**src/common/pixel_mapper_pkg.sv**
```systemverilog
// Purpose: shared constants for the double-pumped pixel mapper
// Assumes: 12-bit half-pixels, 7-bit lane words, eight data lanes
// Notes:   blanking patterns are written MSB first as sent
package pixel_mapper_pkg;
    localparam int HALF_W    = 12;
    localparam int PIX_W     = 24;
    localparam int IN_W      = 24;
    localparam int WORD_W    = 7;
    localparam int DATA6_W   = 6;
    localparam int LANES     = 8;
    localparam int PORT_LANES = 4;
    localparam int RD_W      = 6;
    localparam int SYNC_W    = 33;
    // Half-pixel field positions inside a 12-bit half
    localparam int LO_B_LSB  = 0;
    localparam int LO_B_MSB  = 7;
    localparam int LO_G_LSB  = 8;
    localparam int LO_G_MSB  = 11;
    localparam int HI_G_LSB  = 0;
    localparam int HI_G_MSB  = 3;
    localparam int HI_R_LSB  = 4;
    localparam int HI_R_MSB  = 11;
    // Second port sits on the upper twelve inputs
    localparam int PORT2_LSB = 12;
    localparam int PORT2_MSB = 23;
    // Assembled pixel: {R, G, B}
    localparam int PX_R_LSB  = 16;
    localparam int PX_R_MSB  = 23;
    // Idle clock-lane word and blanking patterns
    localparam logic [WORD_W-1:0] CLK_LANE_WORD = 7'h63;
    localparam logic [WORD_W-1:0] DE_HI_A  = 7'h78;
    localparam logic [WORD_W-1:0] DE_HI_B  = 7'h70;
    localparam logic [WORD_W-1:0] DE_LO_A  = 7'h7c;
    localparam logic [WORD_W-1:0] DE_LO_B  = 7'h60;
    localparam logic [WORD_W-1:0] SYN_HI_A = 7'h60;
    localparam logic [WORD_W-1:0] SYN_HI_B = 7'h7c;
    localparam logic [WORD_W-1:0] SYN_LO_A = 7'h70;
    localparam logic [WORD_W-1:0] SYN_LO_B = 7'h78;
    localparam logic [WORD_W-1:0] WORD_ZERO = 7'h00;
    localparam logic [3:0] DATA6_HALF = 4'h3;
    localparam logic signed [RD_W-1:0] RD_ZERO  = 6'sh00;
    localparam logic signed [RD_W-1:0] WORD_BITS = 6'sh07;
    localparam logic signed [RD_W-1:0] RD_BOUND = 6'sh0a;
    localparam logic [1:0] SYNC_ZERO = 2'h0;
endpackage : pixel_mapper_pkg

```
**src/hw/lane_balancer.sv**
```systemverilog
// Purpose: one link lane word builder with running disparity
// Assumes: strobe_i is one ref_clk cycle per pixel
// Notes:   raw words do not touch the running disparity
`timescale 1ns/10ps
module lane_balancer
    import pixel_mapper_pkg::*;
(
    // Clock and reset
    input  wire logic              ref_clk_i,
    input  wire logic              arst_n_i,
    // Control
    input  wire logic              strobe_i,
    input  wire logic              enable_i,
    input  wire logic              force_raw_i,
    input  wire logic              balanced_i,
    input  wire logic              blank_i,
    // Data
    input  wire logic [WORD_W-1:0] raw_i,
    input  wire logic [WORD_W-1:0] pat_a_i,
    input  wire logic [WORD_W-1:0] pat_b_i,
    input  wire logic [DATA6_W-1:0] data_i,
    // Lane word
    output logic      [WORD_W-1:0] word_o
);
    function automatic logic [3:0] ones7(input logic [WORD_W-1:0] w);
        logic [3:0] n;
        n = 4'h0;
        for (int k = 0; k < WORD_W; k++) begin
            n = n + {3'h0, w[k]};
        end
        return n;
    endfunction : ones7

    function automatic logic signed [RD_W-1:0] disp7(
        input logic [WORD_W-1:0] w);
        return $signed({1'b0, ones7(w), 1'b0}) - WORD_BITS;
    endfunction : disp7

    function automatic logic [RD_W-1:0] mag(
        input logic signed [RD_W-1:0] v);
        return (v < RD_ZERO) ? -v : v;
    endfunction : mag

    logic signed [RD_W-1:0] rd_r;
    logic signed [RD_W-1:0] rd_nxt;
    logic        [WORD_W-1:0] word_nxt;

    wire logic [3:0] data_ones = ones7({1'b0, data_i});
    // Invert when the data would push disparity further out
    // Ties invert when negative, else disparity creeps downward
    wire logic inv = ((rd_r > RD_ZERO) && (data_ones > DATA6_HALF)) ||
                     ((rd_r < RD_ZERO) && (data_ones <= DATA6_HALF));
    wire logic [WORD_W-1:0] coded_word = {inv, data_i ^ {DATA6_W{inv}}};
    wire logic pick_a = mag(rd_r + disp7(pat_a_i)) <=
                        mag(rd_r + disp7(pat_b_i));
    wire logic [WORD_W-1:0] pat_word = pick_a ? pat_a_i : pat_b_i;
    wire logic use_raw = force_raw_i || !balanced_i;
    wire logic tracks  = enable_i && balanced_i && !force_raw_i;

    always_comb begin
        word_nxt = word_o;
        rd_nxt   = rd_r;
        if (strobe_i) begin
            if (!enable_i) begin
                word_nxt = WORD_ZERO;
            end else if (use_raw) begin
                word_nxt = raw_i;
            end else if (blank_i) begin
                word_nxt = pat_word;
            end else begin
                word_nxt = coded_word;
            end
            if (!balanced_i) begin
                rd_nxt = RD_ZERO;
            end else if (tracks) begin
                rd_nxt = rd_r + disp7(word_nxt);
            end
        end
    end

    always_ff @(posedge ref_clk_i or negedge arst_n_i) begin
        if (!arst_n_i) begin
            word_o <= WORD_ZERO;
            rd_r   <= RD_ZERO;
        end else begin
            word_o <= word_nxt;
            rd_r   <= rd_nxt;
        end
    end

    property p_raw_word;
        @(posedge ref_clk_i) disable iff (!arst_n_i)
        strobe_i && enable_i && use_raw |=> word_o == $past(raw_i);
    endproperty
    a_raw_word: assert property (p_raw_word)
        else $error("raw lane word not passed through");

    property p_bal_data;
        @(posedge ref_clk_i) disable iff (!arst_n_i)
        strobe_i && tracks && !blank_i |=>
            word_o[DATA6_W-1:0] ==
            ($past(data_i) ^ {DATA6_W{word_o[WORD_W-1]}});
    endproperty
    a_bal_data: assert property (p_bal_data)
        else $error("balanced data word malformed");

    property p_blank_pat;
        @(posedge ref_clk_i) disable iff (!arst_n_i)
        strobe_i && tracks && blank_i |=>
            (word_o == $past(pat_a_i)) || (word_o == $past(pat_b_i));
    endproperty
    a_blank_pat: assert property (p_blank_pat)
        else $error("blanking word is not a control pattern");

    property p_rd_bound;
        @(posedge ref_clk_i) disable iff (!arst_n_i)
        mag(rd_r) <= RD_BOUND;
    endproperty
    a_rd_bound: assert property (p_rd_bound)
        else $error("running disparity out of bound");
endmodule : lane_balancer

```
**src/hw/pixel_mapper.sv**
```systemverilog
// Purpose: double-pumped pixel input mapping onto link lane words
// Assumes: all pins asynchronous to ref_clk_i, pixel clock far slower
// Notes:   lane words are parallel, serializing happens downstream
// Functional notes
// - Two-pixel mode takes a second pixel from inputs 12-23 on lanes 4-7.
// - The first edge captures the low half, the second the high half.
// - Clock style 0 samples at crossings of the differential clock pair.
// - Low half carries green 3..0 on inputs 11..8 and blue on 7..0.
// - High half carries red on inputs 11..4 and green 7..4 on 3..0.
// - Without balance coding lanes carry raw data, port one on 0-3.
// - With balance coding active pixels are sent DC balanced.
// - Balanced blanking sends the display-active pattern on the primary clock lane only.
// - Balanced blanking sends hsync on lane 0 and vsync on lane 1.
// - Low enable polarity swaps the display-active patterns and takes display-active as active low.
// - High enable polarity takes display-active as active high.
// - Single-pixel mode uses only lanes 0-3 for the pixel stream.
// - Single-pixel mode disables lanes 4-7 and the second clock lane.
`timescale 1ns/10ps
module pixel_mapper
    import pixel_mapper_pkg::*;
(
    // Clock and reset
    input  wire logic                    ref_clk_i,
    input  wire logic                    arst_n_i,
    // Host pixel input
    input  wire logic                    pixel_clk_p_i,
    input  wire logic                    pixel_clk_n_i,
    input  wire logic [IN_W-1:0]         pixel_input_bits_i,
    input  wire logic                    display_active_i,
    input  wire logic                    hsync_i,
    input  wire logic                    vsync_i,
    // Straps
    input  wire logic                    two_pixel_mode_i,
    input  wire logic                    disparity_coding_enable_i,
    input  wire logic                    clock_input_style_select_i,
    input  wire logic                    data_enable_polarity_i,
    // Link lane words
    output logic [LANES*WORD_W-1:0]      link_lanes_o,
    output logic [WORD_W-1:0]            primary_link_clock_lane_o,
    output logic [WORD_W-1:0]            second_link_clock_lane_o,
    output logic [LANES-1:0]             lane_enable_o,
    output logic                         second_clock_enable_o,
    output logic                         word_valid_o
);
    localparam int UNITS = LANES + 2;
    localparam int PRI_CLK = LANES;
    localparam int SEC_CLK = LANES + 1;

    // Whole bundle double-synchronised; data is stable half a period
    logic [SYNC_W-1:0] sync1_r;
    logic [SYNC_W-1:0] sync2_r;
    wire logic [SYNC_W-1:0] sync_in = {pixel_clk_p_i, pixel_clk_n_i,
        pixel_input_bits_i, display_active_i, hsync_i, vsync_i,
        two_pixel_mode_i, disparity_coding_enable_i,
        clock_input_style_select_i, data_enable_polarity_i};

    wire logic            p_s;
    wire logic            n_s;
    wire logic [IN_W-1:0] d_s;
    wire logic            de_s;
    wire logic            hs_s;
    wire logic            vs_s;
    wire logic            two_s;
    wire logic            code_s;
    wire logic            style_s;
    wire logic            pol_s;
    assign {p_s, n_s, d_s, de_s, hs_s, vs_s, two_s, code_s, style_s,
            pol_s} = sync2_r;

    logic                 clk_lvl_r;
    logic                 clk_lvl_nxt;
    logic                 have_low_r;
    logic [HALF_W-1:0]    low1_r;
    logic [HALF_W-1:0]    low2_r;
    logic [PIX_W-1:0]     pix1_r;
    logic [PIX_W-1:0]     pix2_r;
    logic                 de_r;
    logic                 hs_r;
    logic                 vs_r;
    logic                 stb_r;

    assign clk_lvl_nxt = style_s ? p_s : ((p_s != n_s) ? p_s : clk_lvl_r);
    wire logic first_edge  = clk_lvl_nxt && !clk_lvl_r;
    wire logic second_edge = !clk_lvl_nxt && clk_lvl_r && have_low_r;

    wire logic [HALF_W-1:0] hi1 = d_s[HALF_W-1:0];
    wire logic [HALF_W-1:0] hi2 = d_s[PORT2_MSB:PORT2_LSB];
    wire logic [PIX_W-1:0] pix1_nxt = {hi1[HI_R_MSB:HI_R_LSB],
        hi1[HI_G_MSB:HI_G_LSB], low1_r[LO_G_MSB:LO_G_LSB],
        low1_r[LO_B_MSB:LO_B_LSB]};
    wire logic [PIX_W-1:0] pix2_nxt = {hi2[HI_R_MSB:HI_R_LSB],
        hi2[HI_G_MSB:HI_G_LSB], low2_r[LO_G_MSB:LO_G_LSB],
        low2_r[LO_B_MSB:LO_B_LSB]};

    always_ff @(posedge ref_clk_i or negedge arst_n_i) begin
        if (!arst_n_i) begin
            sync1_r <= '0;
            sync2_r <= '0;
        end else begin
            sync1_r <= sync_in;
            sync2_r <= sync1_r;
        end
    end

    always_ff @(posedge ref_clk_i or negedge arst_n_i) begin
        if (!arst_n_i) begin
            clk_lvl_r  <= 1'b0;
            have_low_r <= 1'b0;
            low1_r     <= '0;
            low2_r     <= '0;
        end else begin
            clk_lvl_r <= clk_lvl_nxt;
            if (first_edge) begin
                have_low_r <= 1'b1;
                low1_r     <= d_s[HALF_W-1:0];
                low2_r     <= d_s[PORT2_MSB:PORT2_LSB];
            end else if (second_edge) begin
                have_low_r <= 1'b0;
            end
        end
    end

    always_ff @(posedge ref_clk_i or negedge arst_n_i) begin
        if (!arst_n_i) begin
            pix1_r <= '0;
            pix2_r <= '0;
            de_r   <= 1'b0;
            hs_r   <= 1'b0;
            vs_r   <= 1'b0;
            stb_r  <= 1'b0;
        end else begin
            stb_r <= second_edge;
            if (second_edge) begin
                pix1_r <= pix1_nxt;
                pix2_r <= two_s ? pix2_nxt : '0;
                de_r   <= de_s;
                hs_r   <= hs_s;
                vs_r   <= vs_s;
            end
        end
    end

    wire logic active = pol_s ? de_r : !de_r;
    wire logic blank  = !active;
    wire logic de_hi_sel = de_r ~^ pol_s;
    wire logic [WORD_W-1:0] de_pat_a = de_hi_sel ? DE_HI_A : DE_LO_A;
    wire logic [WORD_W-1:0] de_pat_b = de_hi_sel ? DE_HI_B : DE_LO_B;
    // Raw legacy word per port: {spare, de, vs, hs, R, G, B}
    wire logic [PORT_LANES*WORD_W-1:0] raw1 = {1'b0, de_r, vs_r, hs_r,
                                                pix1_r};
    wire logic [PORT_LANES*WORD_W-1:0] raw2 = {1'b0, de_r, vs_r, hs_r,
                                                pix2_r};

    logic [WORD_W-1:0] words [UNITS];

    genvar gi;
    generate
        for (gi = 0; gi < UNITS; gi++) begin : g_lane
            localparam int PL = gi % PORT_LANES;
            localparam bit P2 = (gi >= PORT_LANES) && (gi < LANES);
            wire logic lvl = (gi == 0) ? hs_r : ((gi == 1) ? vs_r : 1'b0);
            // sync patterns on lanes 0 and 1
            wire logic [WORD_W-1:0] sa = lvl ? SYN_HI_A : SYN_LO_A;
            wire logic [WORD_W-1:0] sb = lvl ? SYN_HI_B : SYN_LO_B;
            wire logic [PORT_LANES*WORD_W-1:0] raw_p = P2 ? raw2 : raw1;
            wire logic [PIX_W-1:0] pix_p = P2 ? pix2_r : pix1_r;
            wire logic [WORD_W-1:0] raw_w = (gi >= LANES) ? CLK_LANE_WORD :
                raw_p[PL*WORD_W +: WORD_W];
            wire logic [DATA6_W-1:0] d6 = (gi >= LANES) ? '0 :
                pix_p[PL*DATA6_W +: DATA6_W];
            // display-active on the primary clock lane
            wire logic frc = (gi == SEC_CLK) || ((gi == PRI_CLK) &&
                !(code_s && blank));
            // upper lanes only in two-pixel mode
            wire logic en = (gi < PORT_LANES) || (gi == PRI_CLK) || two_s;
            lane_balancer u_lane (
                .ref_clk_i   (ref_clk_i),
                .arst_n_i    (arst_n_i),
                .strobe_i    (stb_r),
                .enable_i    (en),
                .force_raw_i (frc),
                .balanced_i  (code_s),
                .blank_i     (blank),
                .raw_i       (raw_w),
                .pat_a_i     ((gi == PRI_CLK) ? de_pat_a : sa),
                .pat_b_i     ((gi == PRI_CLK) ? de_pat_b : sb),
                .data_i      (d6),
                .word_o      (words[gi])
            );
            if (gi < LANES) begin : g_out
                assign link_lanes_o[gi*WORD_W +: WORD_W] = words[gi];
            end
        end
    endgenerate

    assign primary_link_clock_lane_o = words[PRI_CLK];
    assign second_link_clock_lane_o  = words[SEC_CLK];

    always_ff @(posedge ref_clk_i or negedge arst_n_i) begin
        if (!arst_n_i) begin
            lane_enable_o         <= '0;
            second_clock_enable_o <= 1'b0;
            word_valid_o          <= 1'b0;
        end else begin
            lane_enable_o         <= {{PORT_LANES{two_s}},
                                      {PORT_LANES{1'b1}}};
            second_clock_enable_o <= two_s;
            word_valid_o          <= stb_r;
        end
    end

    property p_upper_off;
        @(posedge ref_clk_i) disable iff (!arst_n_i)
        !two_s ##1 !two_s |-> lane_enable_o[LANES-1:PORT_LANES] == '0 &&
            !second_clock_enable_o;
    endproperty
    a_upper_off: assert property (p_upper_off)
        else $error("upper lanes enabled in single-pixel mode");

    property p_low_half;
        @(posedge ref_clk_i) disable iff (!arst_n_i)
        first_edge |=> low1_r == $past(d_s[HALF_W-1:0]);
    endproperty
    a_low_half: assert property (p_low_half)
        else $error("low half not captured at first edge");

    property p_high_red;
        @(posedge ref_clk_i) disable iff (!arst_n_i)
        second_edge |=> pix1_r[PX_R_MSB:PX_R_LSB] ==
            $past(d_s[HI_R_MSB:HI_R_LSB]);
    endproperty
    a_high_red: assert property (p_high_red)
        else $error("red not taken from second edge");

    property p_low_blue;
        @(posedge ref_clk_i) disable iff (!arst_n_i)
        second_edge |=> pix1_r[LO_B_MSB:LO_B_LSB] ==
            $past(low1_r[LO_B_MSB:LO_B_LSB]);
    endproperty
    a_low_blue: assert property (p_low_blue)
        else $error("blue not taken from first edge");

    property p_port2_red;
        @(posedge ref_clk_i) disable iff (!arst_n_i)
        second_edge && two_s |=> pix2_r[PX_R_MSB:PX_R_LSB] ==
            $past(d_s[PORT2_MSB:PX_R_LSB]);
    endproperty
    a_port2_red: assert property (p_port2_red)
        else $error("second pixel red wrong");

    property p_valid_lag;
        @(posedge ref_clk_i) disable iff (!arst_n_i)
        second_edge |=> stb_r ##1 word_valid_o;
    endproperty
    a_valid_lag: assert property (p_valid_lag)
        else $error("word valid not two cycles after second edge");

    property p_diff_hold;
        @(posedge ref_clk_i) disable iff (!arst_n_i)
        !style_s && (p_s == n_s) |-> !first_edge && !(clk_lvl_r &&
            !clk_lvl_nxt);
    endproperty
    a_diff_hold: assert property (p_diff_hold)
        else $error("edge seen without a clock crossing");

    property p_de_swap;
        @(posedge ref_clk_i) disable iff (!arst_n_i)
        !pol_s && de_r |-> de_pat_a == DE_LO_A && de_pat_b == DE_LO_B;
    endproperty
    a_de_swap: assert property (p_de_swap)
        else $error("display-active patterns not swapped");

    c_two_pixel: cover property (@(posedge ref_clk_i) stb_r && two_s);
    c_coded_blank: cover property (@(posedge ref_clk_i)
        stb_r && code_s && blank);
    c_diff_clk: cover property (@(posedge ref_clk_i)
        second_edge && !style_s);
endmodule : pixel_mapper

```
**config.mk**
```make
export PLATFORM = sky130hd
export DESIGN_NAME = pixel_mapper
export DESIGN_NICKNAME = d
export VERILOG_FILES = /design/src/common/pixel_mapper_pkg.sv /design/src/hw/lane_balancer.sv /design/src/hw/pixel_mapper.sv
export SDC_FILE = /design/constraint.sdc
export NUM_CORES = 1
export LEC_CHECK = 0
export BUFFER_PORTS_ARGS = -buffer_cell sky130_fd_sc_hd__buf_2
export CAP_MARGIN = 5
export CELL_PAD_IN_SITES_DETAIL_PLACEMENT = 2
export CELL_PAD_IN_SITES_GLOBAL_PLACEMENT = 2
export CORE_MARGIN = 2
export CORE_UTILIZATION = 30
export CTS_CLUSTER_SIZE = 14
export DETAILED_ROUTE_END_ITERATION = 10
export GPL_TIMING_DRIVEN = 0
export PLACE_DENSITY_LB_ADDON = 0.1
export SLEW_MARGIN = 20
export SYNTH_ARGS = -nofsm -noshare
export SYNTH_HDL_FRONTEND = slang
export SYNTH_SLANG_ARGS = --single-unit
```
**constraint.sdc**
```tcl
create_clock -name ref_clk_i -period 18.9 [get_ports ref_clk_i]
set_clock_uncertainty 0.15 [all_clocks]
set_input_delay 1.89 -clock ref_clk_i [delete_from_list [all_inputs] [get_ports ref_clk_i]]
set_output_delay 1.89 -clock ref_clk_i [all_outputs]
set_load 0.02 [all_outputs]
```
==> results_dict.tcl, run 1 <==
set metrics [dict create \
    cts_root_buffer "clkbuf_16" \
    port_buffers 111 \
    postSynth.asyncResetShare_pct 100 \
    multi_input_comb_area_sq_um 11400 \
    clk_pin_slew_ps 60 \
    start_util_pct 30.5 \
    cap_viol_max_count 0 \
    dieWidth_microns 258 \
    die_h_microns 258 \
    cts.sinks 262 \
    min_period_ps 8330 \
    synth_edf_count 0 \
    num_vias 15613 \
    dp_hpwl_mm 52.9 \
    hold_violations 0 \
    crit_path_max_incr_delay_ps 570 \
    firstDrtPassIters 4 \
    avgSynthCellArea_sq_um 9.30 \
    min_period_over_period_pct 44.1 \
    area_delta_synth_final_pct 15.6 \
    clockBufferDepth 3 \
    num_io_pins 115 \
    synth_cell_types 77 \
    status "completed" \
    synthFlopType "dfrtp_1" \
    syn-cell-area_sq_um 19300 \
    cts_setup_buffers 0 \
    drc 0 \
    worstPathArrival_ps 8630 \
    cts_resized 0 \
    seq_area_frac_synth_pct 34.0 \
    synth_seq_cells 262 \
    antennaDiodeCount 0 \
    critPathMaxFanout 5 \
    antenna_left 0 \
    tightest_slew_ps 1180 \
    seqCellArea_sq_um 6560 \
    antenna_found_initial 1 \
    place_ws_ps 10690 \
    synthTopCellsByArea "dfrtp_1, ha_1, xnor2_1" \
    worstSetupPathType "flop to flop" \
    cp-end-kind "flop" \
    grt_max_degree 78 \
    synth_area_leader_cell "dfrtp_1" \
    yosysTopAreaCellShare_pct 34.0 \
    tns_ps 0 \
    viasPerCell 5.03 \
    drt-initial-drc-count 597 \
    ys_warn_count 0 \
    cts-buffers-inserted 36 \
    hold_class "flop to flop" \
    drive_gt1_share_pct 12.6 \
    rsz0062_at_grt "false" \
    required_ps 19200 \
    maxSlewViolCount 0 \
    globalplace.congestion 0.802 \
    htreeDepth 2 \
    grt_pass1_wl_mm 106 \
    rows 92 \
    clk_latency_ps 560 \
    netlist_instances 2073 \
    cts_hold_buf 0 \
    grt_overflow 0 \
    wl_per_cell_microns 21.8 \
    cts_tree "built" \
    setup_viol 0 \
    grt_pass1_vias 17425 \
    crit_slowest_cell "dfrtp_1" \
    wl_mm 67.5 \
    n_fill_cell 7066 \
    track_usage_pct 20.7 \
    fin_ws_ps 10570 \
    final_nets 2552 \
    slew_headroom_pct 20.8 \
    core_area_sq_um 63300 \
    start_kind "flop" \
    die_area_sq_um 66300 \
    max_freq_mhz 120 \
]
## critical path, delay by kind of cell, from the launching register on
kind,cells,cell delay [ps]
compound gates,9,1590
xor+xnor,3,670
fa+ha+maj,10,3740
buf+inv,2,290
flops,1,570
mux,1,300
simple gates,4,900
## state kept, by name (all words and copies together), names as in the netlist
name / cells
g_lane.u_lane.word_o: 61
word_valid_o: 1
low2_r: 12
g_lane.u_lane.rd_r: 54
sync1_r: 33
sync2_r: 33
stb_r: 1
clk_lvl_r: 1
de_r: 1
low1_r: 12
g_lane.pix_p: 48
have_low_r: 1
lane_enable_o: 2
g_lane.lvl: 2
## stage by stage
stage | hold WS (ps) | area (sq um) | std cells | utilization, %
global route | 203 | 22300 | 3102 | 35.2
floorplan | 181 | 19300 | 2077 | -
finish | 197 | 22300 | 3102 | 35.2
detailed placement | 187 | 21000 | 3037 | 33.2
CTS | 199 | 22300 | 3102 | 35.2
global placement | 183 | 20900 | 3034 | 33.0
## cells in the mapped netlist (15+ instances only)
master and count:
a21o_1 49, a21oi_1 123, a31oi_1 25, buf_2 20
buf_4 16, clkbuf_1 68, dfrtp_1 262, fa_1 48
ha_1 240, inv_1 200, mux2_2 34, nand2_1 190
nand3_1 76, nor2_1 127, nor2b_1 20, nor3_1 23
o21ai_0 111, o22ai_1 34, o2bb2ai_1 15, xnor2_1 158
xor2_1 38
## layer usage
metal	up-vias	GRT usage, %	part of all wire (%)	wire length (microns)
li1	7340	-	-	-
met1	8023	28.7	49	32800
met2	192	34.8	47	32000
met3	58	2.34	2.5	1700
met4	0	3.92	1.5	1040
met5	-	0	0	0
## final timing paths
kind / to / cells after the start / startpoint / slack (ps)
worst max-delay path: g_lane[0].u_lane.rd_r[5] / 29 / g_lane[0].lvl / 10570
worst min-delay path: sync2_r[25] / 0 / sync1_r[25] / 200
worst max register to register: g_lane[0].u_lane.rd_r[5] / 29 / g_lane[0].lvl / 10570
worst min register to register: sync2_r[25] / 0 / sync1_r[25] / 200
max in group asynchronous: g_lane[4].u_lane.rd_r[2] / 4 / arst_n_i / 15980
min in group asynchronous: lane_enable_o[3] / 1 / arst_n_i / 1110
## cell usage in the layout (no fill, tap or decap), types with 10 or more instances in the layout
cell and instances:
nor2b_1 20, dfrtp_1 262, clkbuf_1 70, o31ai_1 13, nor2_1 127, buf_2 131, inv_1 200, nor3_1 23
a31oi_1 25, a21o_1 49, o2bb2ai_1 15, fa_1 48, a22o_1 10, ha_1 240, o22ai_1 34, clkbuf_16 36
nand3_1 76, mux2_2 34, xor2_1 38, buf_4 16, a21oi_1 123, nand2_1 190, o21ai_0 110, xnor2_1 158
## cell type report
class	instances	share of cell area [%]
Timing Repair Buffer	114	2.91
Inverter	207	3.49
Sequential cell	262	29.4
Tap cell	846	4.75
Clock buffer	44	4.40
Buffer	115	2.40
Clock inverter	21	1.38
Multi-Input combinational cell	1493	51.3
## kinds of logic (layout without fill, tap and decap cells)
logic type / Yosys count / count (layout) / synth area share (%)
and+or+nand+nor: 494 / 494 / 11.6
AOI/OAI and AO/OA: 462 / 462 / 15.2
buffers and inverters: 322 / 501 / 6.79
adders and majority gates: 289 / 289 / 20.6
DFF: 262 / 262 / 34.0
xor gates and xnor gates: 196 / 196 / 8.90
muxes: 46 / 46 / 2.95
other: 2 / 6 / 0.0390
Power of run 1 is not shown: default switching activity piles up to over one toggle a cycle in this logic, so the estimate is an artifact.
==> run 2: changes to the inputs <==
clock period = 7.02 ns   (was 18.9 ns; I/O delays follow)
==> run 2 against run 1 <==
Register-to-register slack got worse by 11000 ps. Critical path depth unchanged. Setup slack got worse by 11000 ps. Cell area increased by 5.1%. Utilization increased by 1.8 points. The run now ends with negative setup slack left. Global-route usage increased by 0.72 points. Clock-buffer cell count increased by 11.
==> results_dict.tcl, run 2 (same netlist as run 1, synthesis figures left out) <==
set metrics [dict create \
    min_to "sync1_r[4]" \
    ff2ff_setup_slack_ps -60 \
    clockBufferDepth 3 \
    slew_headroom_pct 27.1 \
    status "complete, but fails checks" \
    rsz0062_at_grt "true" \
    final_util_pct 37.0 \
    worstPathArrival_ps 7390 \
    min_period_ps 7080 \
    required_ps 7330 \
    core_area_sq_um 63300 \
    r2r-end "g_lane[0].u_lane.rd_r[5]" \
    wl_mm 70.9 \
    worstReg2RegStart "g_lane[0].lvl" \
    cts.sinks 262 \
    grt_max_degree 86 \
    final_cell_mix "dfrtp_1, ha_1, inv_1" \
    fin_ws_ps -58.9 \
    hold_class "primary input to flop" \
    firstDrtPassIters 5 \
    drt-initial-drc-count 646 \
    final_common_cell "dfrtp_1" \
    r2r_cells 29 \
    cts_tree "built" \
    rows 92 \
    dp_hpwl_mm 53.2 \
    die_h_microns 258 \
    viasPerCell 5.06 \
    wl_per_cell_microns 22.3 \
    cp-end-kind "flop" \
    cap_viol_max_count 0 \
    start_util_pct 30.5 \
    whs_path_depth 1 \
    track_usage_pct 21.4 \
    whs_ps 103 \
    top_register "g_lane.u_lane.word_o" \
    start_kind "flop" \
    grt_pass1_wl_mm 109 \
    final_nets 2630 \
    violations "negative setup slack" \
    clk_pin_slew_ps 60 \
    largest_reg_flops 61 \
    cts-buffers-inserted 36 \
    maxSlewViolCount 0 \
    setup_viol 1 \
    crit_path_max_incr_delay_ps 560 \
    globalplace.congestion 0.795 \
    antenna_left 0 \
    num_vias 16115 \
    die_area_sq_um 66300 \
    critPathMaxFanout 5 \
    n_fill_cell 6945 \
    tightest_slew_ps 1090 \
    hp-start "vsync_i" \
    num_io_pins 115 \
    area_delta_synth_final_pct 21.5 \
    dieWidth_microns 258 \
    drive_gt1_share_pct 19.2 \
    grt_pass1_vias 17841 \
    hold_violations 0 \
    max_freq_mhz 141 \
    antenna_found_initial 2 \
    crit_slowest_cell "fa_2" \
    place_ws_ps -1200 \
    drc 0 \
    min_period_over_period_pct 101 \
    clk_latency_ps 550 \
    htreeDepth 2 \
    grt_overflow 0 \
    cts_root_buffer "clkbuf_16" \
    worstSetupPathType "flop to flop" \
    port_buffers 111 \
]
## run 2: cell count changes in the layout (fill, tap and decap cells not counted), sizes merged, moves of 3 or more
cell	change
buf	+75
diode	+3
clkinv	-5
bufinv	-5
clkbuf	+13
## run 2: critical path: cells and delay by family (launching register included)
family,cells,cell delay (ps)
DFF,1,420
xor gates and xnor gates,3,470
muxes,1,300
adders and majority gates,10,3140
AOI/OAI and AO/OA,9,1430
buffers and inverters,2,150
and+or+nand+nor,4,890
## run 2: repair_timing
item / in CTS / in global routing
hold endpoints to repair: 43 / 0
cloned: 0 / 0
setup buffers: 47 / 31
gates resized for setup: 55 / 77
pin swaps: 31 / 45
endpoints found under the setup margin: 10 / 10
hold buffers: 1 / 0
## run 2: per-layer routing
metal	GRT usage, %	vias to the layer above	share of wire, %
met1	28.8	8295	47
met2	36.1	228	48
met3	2.54	77	3.0
met5	0	-	0
met4	5.99	0	2.3
li1	-	7515	-
## run 2: area by class of cell
cell class | instances | area [sq um] | share of cell area, %
multi-input combinational | 1493 | 12000 | 51.1
sequential | 262 | 6570 | 28.1
timing repair buffer | 192 | 1290 | 5.50
clock buffer | 55 | 1100 | 4.71
tap | 846 | 1060 | 4.52
inverter | 207 | 779 | 3.33
buffer | 115 | 544 | 2.32
clock inverter | 9 | 88.8 | 0.379
antenna | 3 | 7.51 | 0.0321
## run 2: how the worst max path moves through the flow
stage / from / end / slack (ps) / depth (start not counted)
floorplan: g_lane[0].lvl / g_lane[0].u_lane.rd_r[5] / 20 / 29
global placement: g_lane[0].lvl / g_lane[0].u_lane.rd_r[5] / -860 / 29
detailed placement: g_lane[0].lvl / g_lane[0].u_lane.rd_r[5] / -1200 / 29
CTS: g_lane[0].lvl / g_lane[0].u_lane.rd_r[5] / -80 / 29
global route: g_lane[0].lvl / g_lane[0].u_lane.rd_r[5] / -330 / 31
finish: g_lane[0].lvl / g_lane[0].u_lane.rd_r[5] / -60 / 29
## run 2: per-stage QoR
stage | instance area, sq um | setup TNS (ps) | cells
after floorplan | 19300 | 0 | 2077
final | 23400 | -58.9 | 3182
after global placement | 20900 | -62030 | 3034
after global routing | 23400 | -734 | 3179
after CTS | 22800 | -76.9 | 3149
after detailed placement | 21000 | -4380 | 3037
Power of run 2 is left out for the same reason.
==> run 3: changes to the inputs <==
MAX_ROUTING_LAYER = met4   (was unset)
==> run 3 against run 2 <==
The run still ends with negative setup slack left. Setup slack worse by 14 ps. Die area stayed put. Critical path type unchanged. Fmax is 0.20% lower. Non-clock buffer count is 1 higher. Cell area hardly changed. Sequential share of layout area hardly changed. Via count is 0.22% lower. Highest routed layer unchanged. First-iteration DRC count is 3.6% lower.
==> results_dict.tcl, run 3 (same netlist as run 1, synthesis figures left out) <==
set metrics [dict create \
    status "complete, but fails checks" \
    violations "negative setup slack" \
    min_to "sync1_r[4]" \
    final_nets 2631 \
    dp_hpwl_mm 53.2 \
    start_util_pct 30.5 \
    cts_root_buffer "clkbuf_16" \
    min_period_ps 7090 \
    final_common_cell "dfrtp_1" \
    grt_pass1_vias 17837 \
    cts_tree "built" \
    r2r_cells 29 \
    worstSetupPathType "flop to flop" \
    firstDrtPassIters 4 \
    fin_ws_ps -73.2 \
    r2r-end "g_lane[0].u_lane.rd_r[5]" \
    grt_max_degree 86 \
    antenna_found_initial 2 \
    die_area_sq_um 66300 \
    num_io_pins 115 \
    start_kind "flop" \
    drt-initial-drc-count 623 \
    min_period_over_period_pct 101 \
    worstPathArrival_ps 7400 \
    setup_viol 1 \
    drc 0 \
    clockBufferDepth 3 \
    hp-start "vsync_i" \
    globalplace.congestion 0.807 \
    tns_ps -73.2 \
    clk_pin_slew_ps 70 \
    slew_headroom_pct 25.4 \
    num_vias 16079 \
    wl_mm 70.9 \
    antenna_left 0 \
    port_buffers 111 \
    maxSlewViolCount 0 \
    largest_reg_flops 61 \
    dieWidth_microns 258 \
    rows 92 \
    htreeDepth 2 \
    crit_slowest_cell "fa_2" \
    required_ps 7330 \
    rsz0062_at_grt "true" \
    track_usage_pct 22.0 \
    cap_viol_max_count 0 \
    whs_ps 102 \
    core_area_sq_um 63300 \
    hold_violations 0 \
    worstReg2RegStart "g_lane[0].lvl" \
    cts.sinks 262 \
    critPathMaxFanout 5 \
    grt_overflow 0 \
    final_cell_mix "dfrtp_1, ha_1, inv_1" \
    drive_gt1_share_pct 19.2 \
    grt_pass1_wl_mm 109 \
    hold_class "primary input to flop" \
    die_h_microns 258 \
    clk_latency_ps 550 \
    cts-buffers-inserted 36 \
    crit_path_max_incr_delay_ps 560 \
    wl_per_cell_microns 22.3 \
    top_register "g_lane.u_lane.word_o" \
    viasPerCell 5.05 \
    cp-end-kind "flop" \
    tightest_slew_ps 1120 \
    area_delta_synth_final_pct 21.5 \
    max_freq_mhz 141 \
    ff2ff_setup_slack_ps -70 \
    whs_path_depth 1 \
]
[run 3: worst max-delay path: cells and delay by family (launching register included)]
kind	cells	cell delay, ps
muxes	1	300
buffers and inverters	2	160
adders and majority gates	10	3140
xor gates and xnor gates	3	480
and+or+nand+nor	4	890
DFF	1	420
AOI/OAI and AO/OA	9	1430
[run 3: layer usage]
layer | GRT usage (%) | vias to the layer above | routed length [microns]
met3 | 2.39 | 77 | 2080
met2 | 36.1 | 237 | 34200
met1 | 28.9 | 8243 | 33000
met4 | 5.99 | 0 | 1670
li1 | - | 7522 | -
met5 | - | - | 0
[run 3: what timing repair did]
| action | 4_1_cts | 5_1_grt |
|---|---|---|
| gates resized for setup | 55 | 78 |
| buffers inserted | 47 | 32 |
| setup endpoints to repair | 10 | 10 |
| hold buffers | 1 | 0 |
| endpoints found under the hold margin | 43 | 0 |
| pin swaps | 31 | 45 |
[run 3: layout make-up]
class	instances	area (sq um)
Sequential cell	262	6570
Clock inverter	9	88.8
Multi-Input combinational cell	1493	12000
Timing Repair Buffer	193	1300
Antenna cell	2	5.00
Fill cell	6947	39900
Tap cell	846	1060
Clock buffer	55	1100
Buffer	115	544
Inverter	207	779
[run 3: per-stage QoR]
stage	area, sq um	utilization [%]	instances	worst slack, ps
3_3_place_gp	20900	33.1	3034	-860
2_1_floorplan	19300	-	2077	18.9
5_1_grt	23400	37.0	3180	-335
3_5_place_dp	21000	33.2	3037	-1200
6_report	23400	37.0	3182	-73.2
4_1_cts	22800	36.0	3149	-76.9
[run 3: how the worst max path moves through the flow]
stage / start / end / slack (ps) / depth (start not counted)
after CTS: g_lane[0].lvl / g_lane[0].u_lane.rd_r[5] / -80 / 29
after detailed placement: g_lane[0].lvl / g_lane[0].u_lane.rd_r[5] / -1200 / 29
final: g_lane[0].lvl / g_lane[0].u_lane.rd_r[5] / -70 / 29
after global routing: g_lane[0].lvl / g_lane[0].u_lane.rd_r[5] / -330 / 31
after global placement: g_lane[0].lvl / g_lane[0].u_lane.rd_r[5] / -860 / 29
after floorplan: g_lane[0].lvl / g_lane[0].u_lane.rd_r[5] / 20 / 29
Power of run 3 is left out for the same reason.
